$ cat src/hdl/tcq_pkg.sv
// constants and types for the trace clock qualifier
// Function
// - five clock sources: two probe inputs, bus clock, mode clock, spare; all but the spare are selectable.
// - the emulator generates the bus-timing clock from processor bus activity.
// - the emulator generates the mode clock, used for clocking and for user/background qualification.
// - the spare clock is generated but never clocks or qualifies an analyzer.
// - bus-timing and mode clocks serve both analyzers, for clocking and qualifying.
// - probe clocks come from the external trace probe clock inputs.
// - probe clocks never master the emulation trace, only qualify it.
// - rising-edge option samples once on each low-to-high transition.
// - falling-edge option samples once on each high-to-low transition.
// - either-edge option samples on both transitions.
// - low-level qualifier accepts edges only while that clock is low.
// - high-level qualifier accepts edges only while that clock is high.
// - background qualifier clocks only while the background monitor runs.
// - user qualifier clocks only while user code runs; it is the default.
// - emulation analyzer defaults to rising edge on the bus-timing clock.
// - run-state qualifiers are ORed with all other qualifiers.
// - a speed class is selectable: slow, fast or very fast.
package tcq_pkg;

  localparam int CLK_N = 5;

  // clock source indices
  localparam logic [2:0] SRC_PROBE_A = 3'h0;
  localparam logic [2:0] SRC_PROBE_B = 3'h1;
  localparam logic [2:0] SRC_BUS = 3'h2;
  localparam logic [2:0] SRC_MODE = 3'h3;
  localparam logic [2:0] SRC_SPARE = 3'h4;

  typedef enum logic [1:0] {
    EDGE_NONE = 2'b00,
    EDGE_RISE = 2'b01,
    EDGE_FALL = 2'b10,
    EDGE_BOTH = 2'b11
  } tcq_edge_t;

  typedef enum logic [1:0] {
    SPD_SLOW = 2'b00,
    SPD_FAST = 2'b01,
    SPD_VFAST = 2'b10,
    SPD_BAD = 2'b11
  } tcq_speed_t;

  typedef struct packed {
    logic run;
    tcq_speed_t speed;
    logic user;
    logic bg;
    logic [4:0] hi;
    logic [4:0] lo;
    tcq_edge_t edge_mode;
    logic [2:0] sel;
  } tcq_cfg_t;

  // register byte offsets
  localparam logic [7:0] OFS_EMU_CFG = 8'h00;
  localparam logic [7:0] OFS_EXT_CFG = 8'h04;
  localparam logic [7:0] OFS_STATUS = 8'h08;
  localparam logic [7:0] OFS_EMU_CNT = 8'h0C;
  localparam logic [7:0] OFS_EXT_CNT = 8'h10;

  // configuration field positions
  localparam int SEL_LSB = 0;
  localparam int EDGE_LSB = 4;
  localparam int LO_LSB = 8;
  localparam int HI_LSB = 16;
  localparam int BG_BIT = 24;
  localparam int USER_BIT = 25;
  localparam int SPD_LSB = 28;
  localparam int RUN_BIT = 31;

  // status field positions
  localparam int ST_LVL_LSB = 0;
  localparam int ST_EMU_TIME = 8;
  localparam int ST_EMU_STATE = 9;
  localparam int ST_EXT_TIME = 10;
  localparam int ST_EXT_STATE = 11;

  // reset values
  localparam logic [31:0] EMU_CFG_RST = 32'h82000012;
  localparam logic [31:0] EXT_CFG_RST = 32'h82000010;

endpackage

$ cat src/hdl/tcq_edge_if.sv
// clock levels and edges handed from the synchroniser to the qualifier
`timescale 1ns/1ns
interface tcq_edge_if #(
  parameter int W = 5
);
  logic [W-1:0] lvl;
  logic [W-1:0] rise;
  logic [W-1:0] fall;

  modport src (output lvl, output rise, output fall);
  modport dst (input lvl, input rise, input fall);
endinterface

$ cat src/hdl/tcq_edge_sync.sv
// two-stage synchroniser and edge detector for the clock sources
`timescale 1ns/1ns
module tcq_edge_sync #(
  parameter int W = 5
) (
  // clock and reset
  input wire logic clk_sys,
  input wire logic rst,
  // raw source levels
  input wire logic [W-1:0] raw,
  // levels and edges, aligned
  tcq_edge_if.src eo
);

  logic [W-1:0] s1_q;
  logic [W-1:0] s2_q;
  logic [W-1:0] s3_q;
  logic [W-1:0] lvl_q;
  logic [W-1:0] rise_q;
  logic [W-1:0] fall_q;

  initial
  begin
    if (W < 1)
      $error("edge sync width must be at least one");
  end

  always_ff @(posedge clk_sys or posedge rst)
  begin
    if (rst)
    begin
      s1_q <= '0;
      s2_q <= '0;
      s3_q <= '0;
    end
    else
    begin
      s1_q <= raw;
      s2_q <= s1_q;
      s3_q <= s2_q;
    end
  end

  // level is registered with the edge so qualifiers see the same instant
  always_ff @(posedge clk_sys or posedge rst)
  begin
    if (rst)
    begin
      lvl_q <= '0;
      rise_q <= '0;
      fall_q <= '0;
    end
    else
    begin
      lvl_q <= s3_q;
      rise_q <= s2_q & ~s3_q;
      fall_q <= ~s2_q & s3_q;
    end
  end

  assign eo.lvl = lvl_q;
  assign eo.rise = rise_q;
  assign eo.fall = fall_q;

endmodule

$ cat src/hdl/tcq_trace_clock_qualifier.sv
// master clock edge selection and qualification for both trace analyzers
//
// The APB slave port and the register offsets were chosen for this implementation.
`timescale 1ns/1ns
module tcq_trace_clock_qualifier
  import tcq_pkg::*;
#(
  parameter int ADDR_W = 8,
  parameter int CNT_W = 16
) (
  // clock and reset
  input wire logic clk_sys,
  input wire logic rst,

  // apb slave
  input wire logic psel,
  input wire logic penable,
  input wire logic pwrite,
  input wire logic [ADDR_W-1:0] paddr,
  input wire logic [31:0] pwdata,
  output logic [31:0] prdata,
  output logic pready,
  output logic pslverr,

  // external trace probe clock pins
  input wire logic probe_input_a,
  input wire logic probe_input_b,

  // emulation processor state pins
  input wire logic bus_cycle_strobe,
  input wire logic monitor_active,

  // generated clocks routed to the external analyzer
  output logic emu_bus_timing,
  output logic mode_qualifier_tap,
  output logic spare_clock,

  // qualified sample strobes
  output logic emu_sample,
  output logic ext_sample,

  // speed class per analyzer
  output logic [1:0] emu_speed,
  output logic [1:0] ext_speed
);

  // ------------------------------------------------------------
  // elaboration checks
  // ------------------------------------------------------------

  initial
  begin
    if (ADDR_W < 8)
      $error("address width too small for the register map");
    if (CNT_W < 1 || CNT_W > 32)
      $error("counter width must be 1 to 32");
  end

  // ------------------------------------------------------------
  // clock sources
  // ------------------------------------------------------------

  logic [CLK_N-1:0] src_raw;
  logic spare_q;

  // spare is held low so it can never produce an edge
  always_ff @(posedge clk_sys or posedge rst)
  begin
    if (rst)
      spare_q <= 1'b0;
    else
      spare_q <= 1'b0;
  end

  always_comb
  begin
    src_raw = '0;
    src_raw[SRC_PROBE_A] = probe_input_a;
    src_raw[SRC_PROBE_B] = probe_input_b;
    src_raw[SRC_BUS] = bus_cycle_strobe;
    src_raw[SRC_MODE] = monitor_active;
    src_raw[SRC_SPARE] = spare_q;
  end

  tcq_edge_if #(.W(CLK_N)) ev ();

  tcq_edge_sync #(
    .W(CLK_N)
  ) u_sync (
    .clk_sys(clk_sys),
    .rst(rst),
    .raw(src_raw),
    .eo(ev)
  );

  // all three generated clocks also leave the block for the external side
  assign emu_bus_timing = ev.lvl[SRC_BUS];
  assign mode_qualifier_tap = ev.lvl[SRC_MODE];
  assign spare_clock = spare_q;

  // ------------------------------------------------------------
  // configuration helpers
  // ------------------------------------------------------------

  function automatic tcq_cfg_t unpack_cfg(input logic [31:0] w);
    tcq_cfg_t c;
    c.sel = w[SEL_LSB +: 3];
    c.edge_mode = tcq_edge_t'(w[EDGE_LSB +: 2]);
    c.lo = w[LO_LSB +: 5];
    c.hi = w[HI_LSB +: 5];
    c.bg = w[BG_BIT];
    c.user = w[USER_BIT];
    c.speed = tcq_speed_t'(w[SPD_LSB +: 2]);
    c.run = w[RUN_BIT];
    return c;
  endfunction

  function automatic logic [31:0] pack_cfg(input tcq_cfg_t c);
    logic [31:0] w;
    w = '0;
    w[SEL_LSB +: 3] = c.sel;
    w[EDGE_LSB +: 2] = c.edge_mode;
    w[LO_LSB +: 5] = c.lo;
    w[HI_LSB +: 5] = c.hi;
    w[BG_BIT] = c.bg;
    w[USER_BIT] = c.user;
    w[SPD_LSB +: 2] = c.speed;
    w[RUN_BIT] = c.run;
    return w;
  endfunction

  // a refused write leaves the old setting in place
  function automatic logic cfg_ok(input logic is_emu, input tcq_cfg_t c);
    logic ok;
    ok = (c.sel < SRC_SPARE);
    if (is_emu && (c.sel == SRC_PROBE_A || c.sel == SRC_PROBE_B))
      ok = 1'b0;
    if (c.edge_mode == EDGE_NONE)
      ok = 1'b0;
    if (c.speed == SPD_BAD)
      ok = 1'b0;
    if (c.lo[SRC_SPARE] || c.hi[SRC_SPARE])
      ok = 1'b0;
    return ok;
  endfunction

  // ------------------------------------------------------------
  // edge qualification
  // ------------------------------------------------------------

  function automatic logic sample_hit(
    input tcq_cfg_t c,
    input logic [CLK_N-1:0] lv,
    input logic [CLK_N-1:0] rs,
    input logic [CLK_N-1:0] fl
  );
    logic edge_ok;
    logic q_on;
    logic q_any;
    logic bgnd;
    bgnd = lv[SRC_MODE];
    edge_ok = 1'b0;
    case (c.edge_mode)
      EDGE_RISE: edge_ok = rs[c.sel];
      EDGE_FALL: edge_ok = fl[c.sel];
      EDGE_BOTH: edge_ok = rs[c.sel] | fl[c.sel];
      default: edge_ok = 1'b0;
    endcase
    q_on = (|c.lo) | (|c.hi) | c.bg | c.user;
    q_any = |(c.lo & ~lv);
    q_any = q_any | (|(c.hi & lv));
    q_any = q_any | (c.bg & bgnd);
    q_any = q_any | (c.user & ~bgnd);
    // no qualifier at all means every selected edge counts
    return c.run & edge_ok & (~q_on | q_any);
  endfunction

  // ------------------------------------------------------------
  // apb decode
  // ------------------------------------------------------------

  logic [7:0] ofs;
  logic hit_emu_cfg;
  logic hit_ext_cfg;
  logic hit_status;
  logic hit_emu_cnt;
  logic hit_ext_cnt;
  logic hit_any;
  logic wr_acc;
  logic bad_wr;
  tcq_cfg_t wcfg;

  assign ofs = paddr[7:0];
  assign wcfg = unpack_cfg(pwdata);
  assign wr_acc = psel & penable & pwrite;

  always_comb
  begin
    hit_emu_cfg = 1'b0;
    hit_ext_cfg = 1'b0;
    hit_status = 1'b0;
    hit_emu_cnt = 1'b0;
    hit_ext_cnt = 1'b0;
    if (ofs == OFS_EMU_CFG)
      hit_emu_cfg = 1'b1;
    else if (ofs == OFS_EXT_CFG)
      hit_ext_cfg = 1'b1;
    else if (ofs == OFS_STATUS)
      hit_status = 1'b1;
    else if (ofs == OFS_EMU_CNT)
      hit_emu_cnt = 1'b1;
    else if (ofs == OFS_EXT_CNT)
      hit_ext_cnt = 1'b1;
  end

  assign hit_any = hit_emu_cfg | hit_ext_cfg | hit_status | hit_emu_cnt | hit_ext_cnt;

  always_comb
  begin
    bad_wr = 1'b0;
    if (hit_emu_cfg)
      bad_wr = ~cfg_ok(1'b1, wcfg);
    else if (hit_ext_cfg)
      bad_wr = ~cfg_ok(1'b0, wcfg);
    else if (hit_status)
      bad_wr = 1'b1;
  end

  // zero wait states; read data was captured in the setup cycle
  assign pready = psel & penable;
  assign pslverr = psel & penable & (~hit_any | (pwrite & bad_wr));

  // ------------------------------------------------------------
  // configuration registers
  // ------------------------------------------------------------

  tcq_cfg_t emu_cfg_q;
  tcq_cfg_t ext_cfg_q;

  always_ff @(posedge clk_sys or posedge rst)
  begin
    if (rst)
      emu_cfg_q <= unpack_cfg(EMU_CFG_RST);
    else if (wr_acc && hit_emu_cfg && cfg_ok(1'b1, wcfg))
      emu_cfg_q <= wcfg;
  end

  always_ff @(posedge clk_sys or posedge rst)
  begin
    if (rst)
      ext_cfg_q <= unpack_cfg(EXT_CFG_RST);
    else if (wr_acc && hit_ext_cfg && cfg_ok(1'b0, wcfg))
      ext_cfg_q <= wcfg;
  end

  assign emu_speed = emu_cfg_q.speed;
  assign ext_speed = ext_cfg_q.speed;

  // ------------------------------------------------------------
  // sample strobes
  // ------------------------------------------------------------

  logic emu_sample_q;
  logic ext_sample_q;
  logic emu_hit;
  logic ext_hit;

  assign emu_hit = sample_hit(emu_cfg_q, ev.lvl, ev.rise, ev.fall);
  assign ext_hit = sample_hit(ext_cfg_q, ev.lvl, ev.rise, ev.fall);

  always_ff @(posedge clk_sys or posedge rst)
  begin
    if (rst)
    begin
      emu_sample_q <= 1'b0;
      ext_sample_q <= 1'b0;
    end
    else
    begin
      emu_sample_q <= emu_hit;
      ext_sample_q <= ext_hit;
    end
  end

  assign emu_sample = emu_sample_q;
  assign ext_sample = ext_sample_q;

  // ------------------------------------------------------------
  // sample counters
  // ------------------------------------------------------------

  logic [CNT_W-1:0] emu_cnt_q;
  logic [CNT_W-1:0] ext_cnt_q;
  logic emu_clr;
  logic ext_clr;

  assign emu_clr = wr_acc & hit_emu_cnt;
  assign ext_clr = wr_acc & hit_ext_cnt;

  // a sample landing on the clear is kept: count restarts at one
  always_ff @(posedge clk_sys or posedge rst)
  begin
    if (rst)
      emu_cnt_q <= '0;
    else if (emu_clr)
      emu_cnt_q <= CNT_W'(emu_sample_q);
    else if (emu_sample_q)
      emu_cnt_q <= emu_cnt_q + 1'b1;
  end

  always_ff @(posedge clk_sys or posedge rst)
  begin
    if (rst)
      ext_cnt_q <= '0;
    else if (ext_clr)
      ext_cnt_q <= CNT_W'(ext_sample_q);
    else if (ext_sample_q)
      ext_cnt_q <= ext_cnt_q + 1'b1;
  end

  // ------------------------------------------------------------
  // read data
  // ------------------------------------------------------------

  logic [31:0] status_w;
  logic [31:0] rd_d;
  logic [31:0] prdata_q;

  always_comb
  begin
    status_w = '0;
    status_w[ST_LVL_LSB +: CLK_N] = ev.lvl;
    status_w[ST_EMU_TIME] = (emu_cfg_q.speed == SPD_SLOW);
    status_w[ST_EMU_STATE] = (emu_cfg_q.speed != SPD_VFAST);
    status_w[ST_EXT_TIME] = (ext_cfg_q.speed == SPD_SLOW);
    status_w[ST_EXT_STATE] = (ext_cfg_q.speed != SPD_VFAST);
  end

  always_comb
  begin
    rd_d = '0;
    if (hit_emu_cfg)
      rd_d = pack_cfg(emu_cfg_q);
    else if (hit_ext_cfg)
      rd_d = pack_cfg(ext_cfg_q);
    else if (hit_status)
      rd_d = status_w;
    else if (hit_emu_cnt)
      rd_d = 32'(emu_cnt_q);
    else if (hit_ext_cnt)
      rd_d = 32'(ext_cnt_q);
  end

  always_ff @(posedge clk_sys or posedge rst)
  begin
    if (rst)
      prdata_q <= '0;
    else if (psel && !penable && !pwrite)
      prdata_q <= rd_d;
  end

  assign prdata = prdata_q;

endmodule

$ cat config.mk
export PLATFORM = sky130hd
export DESIGN_NAME = tcq_trace_clock_qualifier
export DESIGN_NICKNAME = d
export VERILOG_FILES = /design/src/hdl/tcq_pkg.sv /design/src/hdl/tcq_edge_if.sv /design/src/hdl/tcq_edge_sync.sv /design/src/hdl/tcq_trace_clock_qualifier.sv
export SDC_FILE = /design/constraint.sdc
export NUM_CORES = 1
export LEC_CHECK = 0
export BUFFER_PORTS_ARGS = -buffer_cell sky130_fd_sc_hd__buf_2
export CAP_MARGIN = 25
export CORE_ASPECT_RATIO = 1.75
export CORE_MARGIN = 8
export CORE_UTILIZATION = 42
export CTS_CLUSTER_DIAMETER = 40
export CTS_CLUSTER_SIZE = 12
export DETAILED_ROUTE_END_ITERATION = 12
export PLACE_DENSITY_LB_ADDON = 0.2
export SETUP_SLACK_MARGIN = 0.15
export SYNTH_ARGS = -nofsm -noshare
export SYNTH_HDL_FRONTEND = slang
export SYNTH_SLANG_ARGS = --single-unit
$ cat constraint.sdc
create_clock -name clk_sys -period 6.02 [get_ports clk_sys]
set_input_delay 1.806 -clock clk_sys [delete_from_list [all_inputs] [get_ports clk_sys]]
set_output_delay 1.806 -clock clk_sys [all_outputs]
set_load 0.02 [all_outputs]
==> out/metrics.cfg, run 1 <==
[sta]
final.period_utilization_pct = 89.4
unrepaired_setup_endpoints_after_global_routing = no
final-setup-viol-count = 0
skew_ns = 0.00770
setup_total_negative_slack_ns = 0
achievable-frequency_ghz = 0.186
final_period_minus_worst_setup_slack_ns = 5.38
slew_hr_pct = 35.5
final_number_of_max_transition_violations = 0
tightestPinTransition_ns = 0.962
setup_slack_ns = 0.641
finalHoldViolations = 0

[place]
placedInstanceArea_um2 = 6300
post-place-ws_ns = 0.772
post-dp-hpwl_mm = 11.8
portBuffers = 72
place.gp.congestion = 0.904
place_inst = 757

[clocking]
cts.sink_count = 124
number_of_gates_resized_after_cts = 0
clk_latency_ns = 0.41
htree_levels = 4
clock_tree.buffer_depth = 2
post_cts_hold_buffer_count = 0
cts_buffers = 17
cts.root.buffer_cell = sky130_fd_sc_hd__clkbuf_16
post-cts-setup-buffer-count = 0
clk_transition_reported_paths_ns = 0.06
tritoncts = yes

[drt]
wl_mm = 15.9
route.detailed.wl_per_inst_um = 20.1
vias_per_cell = 5.52
postRouteAntennaNets = 0
remaining_drc_errors = 0
drt-initial-drc-count = 244
route.vias.total = 4357
detailedRoute.firstPassIterationCount = 4

[global_routing]
global_route.usage.total_pct = 18.2
first_global_vias = 4583
grt_overflow_total = 0
grt_max_degree = 58
antenna_found_initial = 0
grt_first_pass_wirelength_mm = 25.1

[logic_synthesis]
post_synth_and_or_nand_nor_area_fraction_pct = 19.0
synth.distinct_cells = 57
post_synth_xor_area_fraction_pct = 4.52
yosys_most_used_dff = sky130_fd_sc_hd__dfrtp_1
synth_enable_flop_cells = 0
synth_compound_gate_area_share_pct = 10.0
synth_top_area_share_pct = 50.3
syn-instance-count = 526
synth_seq_cells = 124
dominant_combinational_cell_family_by_area_after_synthesis = simple AND/OR/NAND/NOR gates
synth_top_cell_by_area = sky130_fd_sc_hd__dfrtp_1
yosys_warnings = 0
synth.cell_area_um2 = 5820
synthesis.area_per_instance_um2 = 11.1
seq_area_frac_synth_pct = 53.5
post-synth-top-count-cell = sky130_fd_sc_hd__dfrtp_1
synth-async-reset-ratio_pct = 100
yosys-top-cells-count = sky130_fd_sc_hd__dfrtp_1 (117), sky130_fd_sc_hd__nor2_1 (70), sky130_fd_sc_hd__mux2_1 (33), sky130_fd_sc_hd__nand2_1 (33)
netlist_top_cells_area = sky130_fd_sc_hd__dfrtp_1 (50%), sky130_fd_sc_hd__mux2_1 (6.4%), sky130_fd_sc_hd__nor2_1 (4.5%), sky130_fd_sc_hd__dfstp_2 (3.2%), sky130_fd_sc_hd__xor2_1 (2.9%)
synth.mux.area_fraction_pct = 8.97
post_synth_fa_ha_maj_area_fraction_pct = 0.430

[cells_and_area]
finalCoreUtilization_pct = 50.4
finish.net_count = 650
finalNonFillerCells = 789
layout-drive-gt1-share_pct = 22.7
layout.cell_area.non_filler_um2 = 6900
syn_to_final_growth_pct = 18.6
diodes = 0

[power]
clock_power_share_pct = 49.9
leakage_nw = 2.99
net-switching-power_uw = 535
max-vdd-ir-drop_uv = 213
combinationalPowerShare_pct = 7.2
sw_frac_of_total_pct = 25.8
power.internal_mw = 1.54
power.share.sequential_pct = 42.9
p_per_area_nw_per_um2 = 300

[critical_path]
r2r-start = ext_cnt_q[1]
startpoint_type = primary input
critical_path.reg2reg.endpoint = ext_cnt_q[10]
timing.critical_path.required_ns = 4.21
setup_slack_reg_to_reg_ns = 4.16
worst-path-max-fanout = 8
worst_path_class_setup = primary input to primary output
critical_path.endpoint_type = primary output
cp-startpoint = paddr[4]
worst_setup_path_endpoint = pslverr
reg2regPathDepth = 6
critPathArrivalTime_ns = 3.57

[floorplanning]
die_width_um = 105
die_area_um2 = 18000
total_number_of_placement_rows = 57
core-area_um2 = 13700
floorplan.initialDensity_pct = 42.5
top_level_ports = 92
dieHeight_um = 172

[worst_hold_path]
worst_min_delay_path_category = flop to flop
holdCritStartpoint = u_sync.s1_q[0]

[flow_run]
maxCapViolCount = 0

[run_status]
outcome = complete, no violations

[registers in the layout (all words and copies together), names as in the netlist]
signal	cells
ext_cfg_q	18
prdata	26
emu_cfg_q	18
ext_speed	2
u_sync.s3_q	4
u_sync.eo.rise	4
u_sync.eo.fall	4
u_sync.s1_q	4
emu_cnt_q	16
ext_sample	1
u_sync.eo.lvl	4
u_sync.s2_q	4
emu_speed	2
emu_sample	1
ext_cnt_q	16
[cell type report]
class,count,area (um^2)
Fill cell,1293,6790
Sequential cell,124,3110
Multi-Input combinational cell,372,2540
Clock inverter,15,175
Tap cell,177,221
Clock buffer,17,425
Inverter,5,21.3
Timing Repair Buffer,79,413
[worst min-delay path by stage]
stage,to,cells after the start
4_1_cts,u_sync.s2_q[0],0
5_1_grt,u_sync.s2_q[0],0
3_3_place_gp,u_sync.s2_q[0],0
2_1_floorplan,u_sync.s2_q[0],0
3_5_place_dp,u_sync.s2_q[0],0
6_report,u_sync.s2_q[0],0
[critical path: stages]
cell and delay (ns):
sky130_fd_sc_hd__buf_2 0.16, sky130_fd_sc_hd__nor4_2 0.42, sky130_fd_sc_hd__nand2_1 0.31, sky130_fd_sc_hd__o41ai_1 0.61
sky130_fd_sc_hd__buf_2 0.27
[power groups by stage]
stage / logic, mW / registers (mW) / clock network, mW
after floorplan: 0.0751 / 0.918 / 0
after global placement: 0.148 / 0.903 / 0
after detailed placement: 0.151 / 0.905 / 0
after CTS: 0.152 / 0.891 / 1.06
after global routing: 0.164 / 0.893 / 1.09
final: 0.149 / 0.890 / 1.03
[metal layers]
layer / up-vias / part of all wire, % / track usage (%)
met3: 27 / 3.8 / 3.94
met5: - / 0 / 0
met1: 2176 / 38 / 19.2
met4: 0 / 3.7 / 9.93
li1: 2029 / - / -
met2: 125 / 55 / 32.8
[placed cells by master (no fill, tap or decap), drive strengths merged, types with 8 or more instances in the layout]
cell type  instances
dfrtp            117
buf               79
nor2              71
nand2             33
mux2              33
nor3              22
nand3             20
xor2              19
nor2b             17
clkbuf            17
o21ai             15
a22o              14
a21oi             13
inv               12
a221oi            11
xnor2             11
nand4              8
nor4               8
[per-stage QoR]
step / total power [mW] / hold slack [ns]
2_1_floorplan: 0.993 / 0.331
3_3_place_gp: 1.05 / 0.333
3_5_place_dp: 1.06 / 0.335
4_1_cts: 2.10 / 0.350
5_1_grt: 2.15 / 0.354
6_report: 2.07 / 0.349
[kinds of logic (layout without fill, tap and decap cells)]
family,Yosys count,in the layout
AO/OA/AOI/OAI,81,81
XOR/XNOR,30,30
adder cells (fa/ha/maj),2,2
buffers and inverters,36,116
flip-flops,124,124
multiplexers,43,43
other,1,7
AND/OR/NAND/NOR,209,209
Power figures use the tool's default switching activity.
==> inputs of run 2 (changes only) <==
MAX_ROUTING_LAYER = met4   (was not set)
==> out/metrics.cfg, run 2 (synthesis results as in run 1) <==
[cells_and_area]
multi_input_area_um2 = 2540
largest_reg_flops = 26
layout_commonest_cell = sky130_fd_sc_hd__dfrtp_1
syn_to_final_growth_pct = 18.9
most-common-layout-cells = sky130_fd_sc_hd__dfrtp_1 (117), sky130_fd_sc_hd__buf_2 (72), sky130_fd_sc_hd__nor2_1 (70), sky130_fd_sc_hd__nand2_1 (33), sky130_fd_sc_hd__mux2_1 (33)
seqCellArea_um2 = 3110
layout-drive-gt1-share_pct = 22.6
fill_cells = 1282
diodes = 0
finish.net_count = 649

[drt]
detailedRoute.firstPassIterationCount = 5
wl_mm = 15.8
route.vias.total = 4385
vias_per_cell = 5.56
postRouteAntennaNets = 0
remaining_drc_errors = 0
route.detailed.wl_per_inst_um = 20.0
drt-initial-drc-count = 334

[sta]
final-setup-viol-count = 0
final.period_utilization_pct = 88.7
finalHoldViolations = 0
setup_total_negative_slack_ns = 0
achievable-frequency_ghz = 0.187
tightestPinTransition_ns = 0.948
slew_hr_pct = 36.4
final_number_of_max_transition_violations = 0
skew_ns = 0.00667
final_period_minus_worst_setup_slack_ns = 5.34
unrepaired_setup_endpoints_after_global_routing = no

[global_routing]
grt_overflow_total = 0
antenna_found_initial = 0
grt_max_degree = 57
global_route.usage.total_pct = 18.8
grt_util_met3_pct = 3.68
gr-usage-met2_pct = 32.5
gr-max-usage-layer = met2
first_global_vias = 4695
grt_use_met1_pct = 19.2
grt_first_pass_wirelength_mm = 25.5

[floorplanning]
die_area_um2 = 18000
top_level_ports = 92
core-area_um2 = 13700
floorplan.initialDensity_pct = 42.5
total_number_of_placement_rows = 57
die_width_um = 105
dieHeight_um = 172

[critical_path]
critical_path.endpoint_type = primary output
critical_path.top_delay_family = simple AND/OR/NAND/NOR gates
startpoint_type = primary input
critical-path-max-stage-delay_ns = 0.60
critPathBufInv = 2
worst-path-max-fanout = 8
crit_chain = buf_2 -> nor4_2 -> nand2_1 -> o41ai_1 -> buf_2
crit_path_top_delay_cell = sky130_fd_sc_hd__o41ai_1
critPathArrivalTime_ns = 3.53
critPathMostFrequentCell = sky130_fd_sc_hd__buf_2
timing.critical_path.required_ns = 4.21
worst_path_class_setup = primary input to primary output

[place]
portBuffers = 72
post-dp-hpwl_mm = 11.7
place.gp.congestion = 0.921

[clocking]
cts_buffers = 17
clk_transition_reported_paths_ns = 0.06
post_cts_hold_buffer_count = 0
htree_levels = 4
post-cts-setup-buffer-count = 0
tritoncts = yes
clock_tree.buffer_depth = 2
clk_latency_ns = 0.41
number_of_gates_resized_after_cts = 0
cts.sink_count = 124
cts.root.buffer_cell = sky130_fd_sc_hd__clkbuf_16

[power]
p_per_area_nw_per_um2 = 304
total_power_mw = 2.10
max-vdd-ir-drop_uv = 356
leakage_nw = 3.00

[worst_hold_path]
worst_min_delay_path_category = flop to flop

[run_status]
outcome = complete, no violations

[flow_run]
maxCapViolCount = 0

## run 2: cell count changes in the layout (fill, tap and decap cells not counted)
| cell | change |
|---|---|
| sky130_fd_sc_hd__clkbuf_8 | +1 |
| sky130_fd_sc_hd__clkinv_4 | +1 |
| sky130_fd_sc_hd__inv_6 | -1 |
| sky130_fd_sc_hd__buf_4 | -1 |
| sky130_fd_sc_hd__inv_8 | -2 |
| sky130_fd_sc_hd__bufinv_16 | +1 |
## run 2: worst paths after layout
check	slack (ns)	start	cells after the start	to
worst max-delay path	0.68	paddr[4]	5	pslverr
worst min-delay path	0.35	u_sync.s1_q[1]	0	u_sync.s2_q[1]
worst max register to register	4.10	ext_cnt_q[1]	6	ext_cnt_q[10]
worst min register to register	0.35	u_sync.s1_q[1]	0	u_sync.s2_q[1]
max in group asynchronous	3.44	rst	3	prdata[28]
min in group asynchronous	1.52	rst	2	emu_cnt_q[0]
## run 2: worst reg2reg max path, cell delays in order (launching register included)
cell	delay, ns
sky130_fd_sc_hd__dfrtp_1	0.52
sky130_fd_sc_hd__ha_1	0.27
sky130_fd_sc_hd__nand2_1	0.09
sky130_fd_sc_hd__nor3_1	0.46
sky130_fd_sc_hd__and3_1	0.26
sky130_fd_sc_hd__xnor2_1	0.13
sky130_fd_sc_hd__nor2_1	0.05
## run 2: final cells by class
cell class | instances | share of cell area (%)
clock buffer | 18 | 6.35
clock inverter | 14 | 2.64
inverter | 5 | 0.307
multi-input combinational | 372 | 36.7
sequential | 124 | 45.0
tap | 177 | 3.20
timing repair buffer | 78 | 5.86
## run 2: per-layer routing
layer | routed length, um | up-vias
met5 | 0 | -
li1 | - | 2023
met1 | 5940 | 2156
met2 | 8350 | 156
met4 | 838 | 0
met3 | 663 | 50
## run 2: report_power, final
part / internal, mW / total, mW / switching, mW
logic: 0.0491 / 0.149 / 0.0995
clock network: 0.670 / 1.06 / 0.393
registers: 0.865 / 0.890 / 0.0257
## run 2: through the flow
stage               hold WS [ns]  cells  instance area, um^2  util (%)  worst slack [ns]
floorplan                  0.331    532                 5840         -             0.926
global placement           0.333    756                 6300      46.0             0.757
detailed placement         0.336    756                 6300      46.0             0.718
CTS                        0.350    788                 6920      50.5             0.704
global route               0.350    788                 6920      50.5             0.578
finish                     0.346    788                 6920      50.5             0.681
==> inputs of run 3 (changes only) <==
REMOVE_ABC_BUFFERS = 1   (was not set)
==> out/metrics.cfg, run 3 (synthesis results as in run 1) <==
[clocking]
tritoncts = yes
cts_buffers = 17
clk_latency_ns = 0.41
clock_tree.buffer_depth = 2
clk_transition_reported_paths_ns = 0.06
post_cts_hold_buffer_count = 0
post-cts-setup-buffer-count = 0
cts.root.buffer_cell = sky130_fd_sc_hd__clkbuf_16
number_of_gates_resized_after_cts = 0
htree_levels = 4
cts.sink_count = 124

[floorplanning]
top_level_ports = 92
die_width_um = 105
floorplan.initialDensity_pct = 42.5
core-area_um2 = 13700
die_area_um2 = 18000
total_number_of_placement_rows = 57
dieHeight_um = 172

[sta]
unrepaired_setup_endpoints_after_global_routing = no
slew_hr_pct = 31.2
setup_total_negative_slack_ns = 0
final.period_utilization_pct = 86.0
final_period_minus_worst_setup_slack_ns = 5.18
tightestPinTransition_ns = 1.03
skew_ns = 0.00527
final-setup-viol-count = 0
final_number_of_max_transition_violations = 0
achievable-frequency_ghz = 0.193
finalHoldViolations = 0
final.hold.worst_slack_ns = 0.349

[critical_path]
worst-path-max-fanout = 8
timing.critical_path.required_ns = 4.21
critical_path.endpoint_type = primary output
crit_path_top_delay_cell = sky130_fd_sc_hd__o41ai_1
crit_chain = buf_2 -> nor4_2 -> nand2_1 -> buf_4 -> o41ai_1 -> buf_2
critPathArrivalTime_ns = 3.37
worst_path_class_setup = primary input to primary output
critical-path-max-stage-delay_ns = 0.46
startpoint_type = primary input
critPathMostFrequentCell = sky130_fd_sc_hd__buf_2

[drt]
detailedRoute.firstPassIterationCount = 4
vias_per_cell = 5.54
detail_route.wirelength.met1_mm = 5.72
dr.max_layer_used = met4
route.vias.total = 4369
drt-initial-drc-count = 273
postRouteAntennaNets = 0
detailroute.wirelength.met3_um = 628
route.detailed.wl_per_inst_um = 19.9
remaining_drc_errors = 0
wl_mm = 15.7
wl_met2_mm = 8.65

[power]
clock_power_share_pct = 49.1
total_power_mw = 2.04
p_per_area_nw_per_um2 = 296
leakage_nw = 2.99
sw_frac_of_total_pct = 26.5
combinationalPowerShare_pct = 7.3
max-vdd-ir-drop_uv = 208
net-switching-power_uw = 541
power.share.sequential_pct = 43.6
power.internal_mw = 1.50

[place]
place.gp.congestion = 0.924
post-dp-hpwl_mm = 11.8
portBuffers = 72
placedInstanceArea_um2 = 6300

[cells_and_area]
syn_to_final_growth_pct = 18.3
layout.cell_area.non_filler_um2 = 6880
diodes = 0
layout_commonest_cell = sky130_fd_sc_hd__dfrtp_1
finish.net_count = 650
largest_reg_flops = 26
most-common-layout-cells = sky130_fd_sc_hd__dfrtp_1 (117), sky130_fd_sc_hd__buf_2 (72), sky130_fd_sc_hd__nor2_1 (70), sky130_fd_sc_hd__nand2_1 (33), sky130_fd_sc_hd__mux2_1 (33)
layout-drive-gt1-share_pct = 22.7

[global_routing]
grt_max_degree = 52
antenna_found_initial = 0
global_route.usage.total_pct = 18.8
first_global_vias = 4780
grt_overflow_total = 0
grt_first_pass_wirelength_mm = 25.3

[run_status]
outcome = complete, no violations

[flow_run]
maxCapViolCount = 0

[worst_hold_path]
worst_min_delay_path_category = flop to flop

[run 3: layout make-up]
cell class / instances / area [um^2]
Tap cell: 177 / 221
Timing Repair Buffer: 79 / 413
Clock inverter: 15 / 155
Clock buffer: 17 / 425
Multi-Input combinational cell: 372 / 2540
Sequential cell: 124 / 3110
Fill cell: 1288 / 6810
Inverter: 5 / 21.3
[run 3: worst paths after layout]
| path | cells past startpoint | startpoint | slack [ns] | endpoint |
|---|---|---|---|---|
| setup / recovery | 6 | paddr[4] | 0.84 | pslverr |
| hold / removal | 0 | u_sync.s1_q[1] | 0.35 | u_sync.s2_q[1] |
| setup reg to reg | 5 | ext_sample | 4.14 | ext_cnt_q[10] |
| hold reg to reg | 0 | u_sync.s1_q[1] | 0.35 | u_sync.s2_q[1] |
| max in group asynchronous | 3 | rst | 3.53 | emu_cfg_q[16] |
| min in group asynchronous | 2 | rst | 1.49 | emu_cnt_q[2] |
[run 3: through the flow]
stage	instances	utilization, %	worst slack (ns)
after floorplan	501	-	0.926
after global placement	757	46.0	0.807
after detailed placement	757	46.0	0.864
after CTS	789	50.3	0.848
after global routing	789	50.3	0.761
final	789	50.3	0.842
[run 3: power groups by stage]
stage | clock network, mW | registers [mW] | logic [mW]
final | 1.00 | 0.890 | 0.148
after floorplan | 0 | 0.918 | 0.0676
after detailed placement | 0 | 0.905 | 0.150
after CTS | 1.02 | 0.890 | 0.151
after global routing | 1.06 | 0.892 | 0.165
after global placement | 0 | 0.903 | 0.148
[run 3: layer usage]
layer  track usage, %  vias to the layer above
met5                -                        -
met4             11.4                        0
met3             4.39                       40
met2             33.3                      127
met1             18.2                     2191
li1                 -                     2011
[run 3: worst max-delay path: cells and delay by family]
kind / cells / cell delay, ns
AO/OA/AOI/OAI: 1 / 0.46
buffers and inverters: 3 / 0.58
AND/OR/NAND/NOR: 2 / 0.51
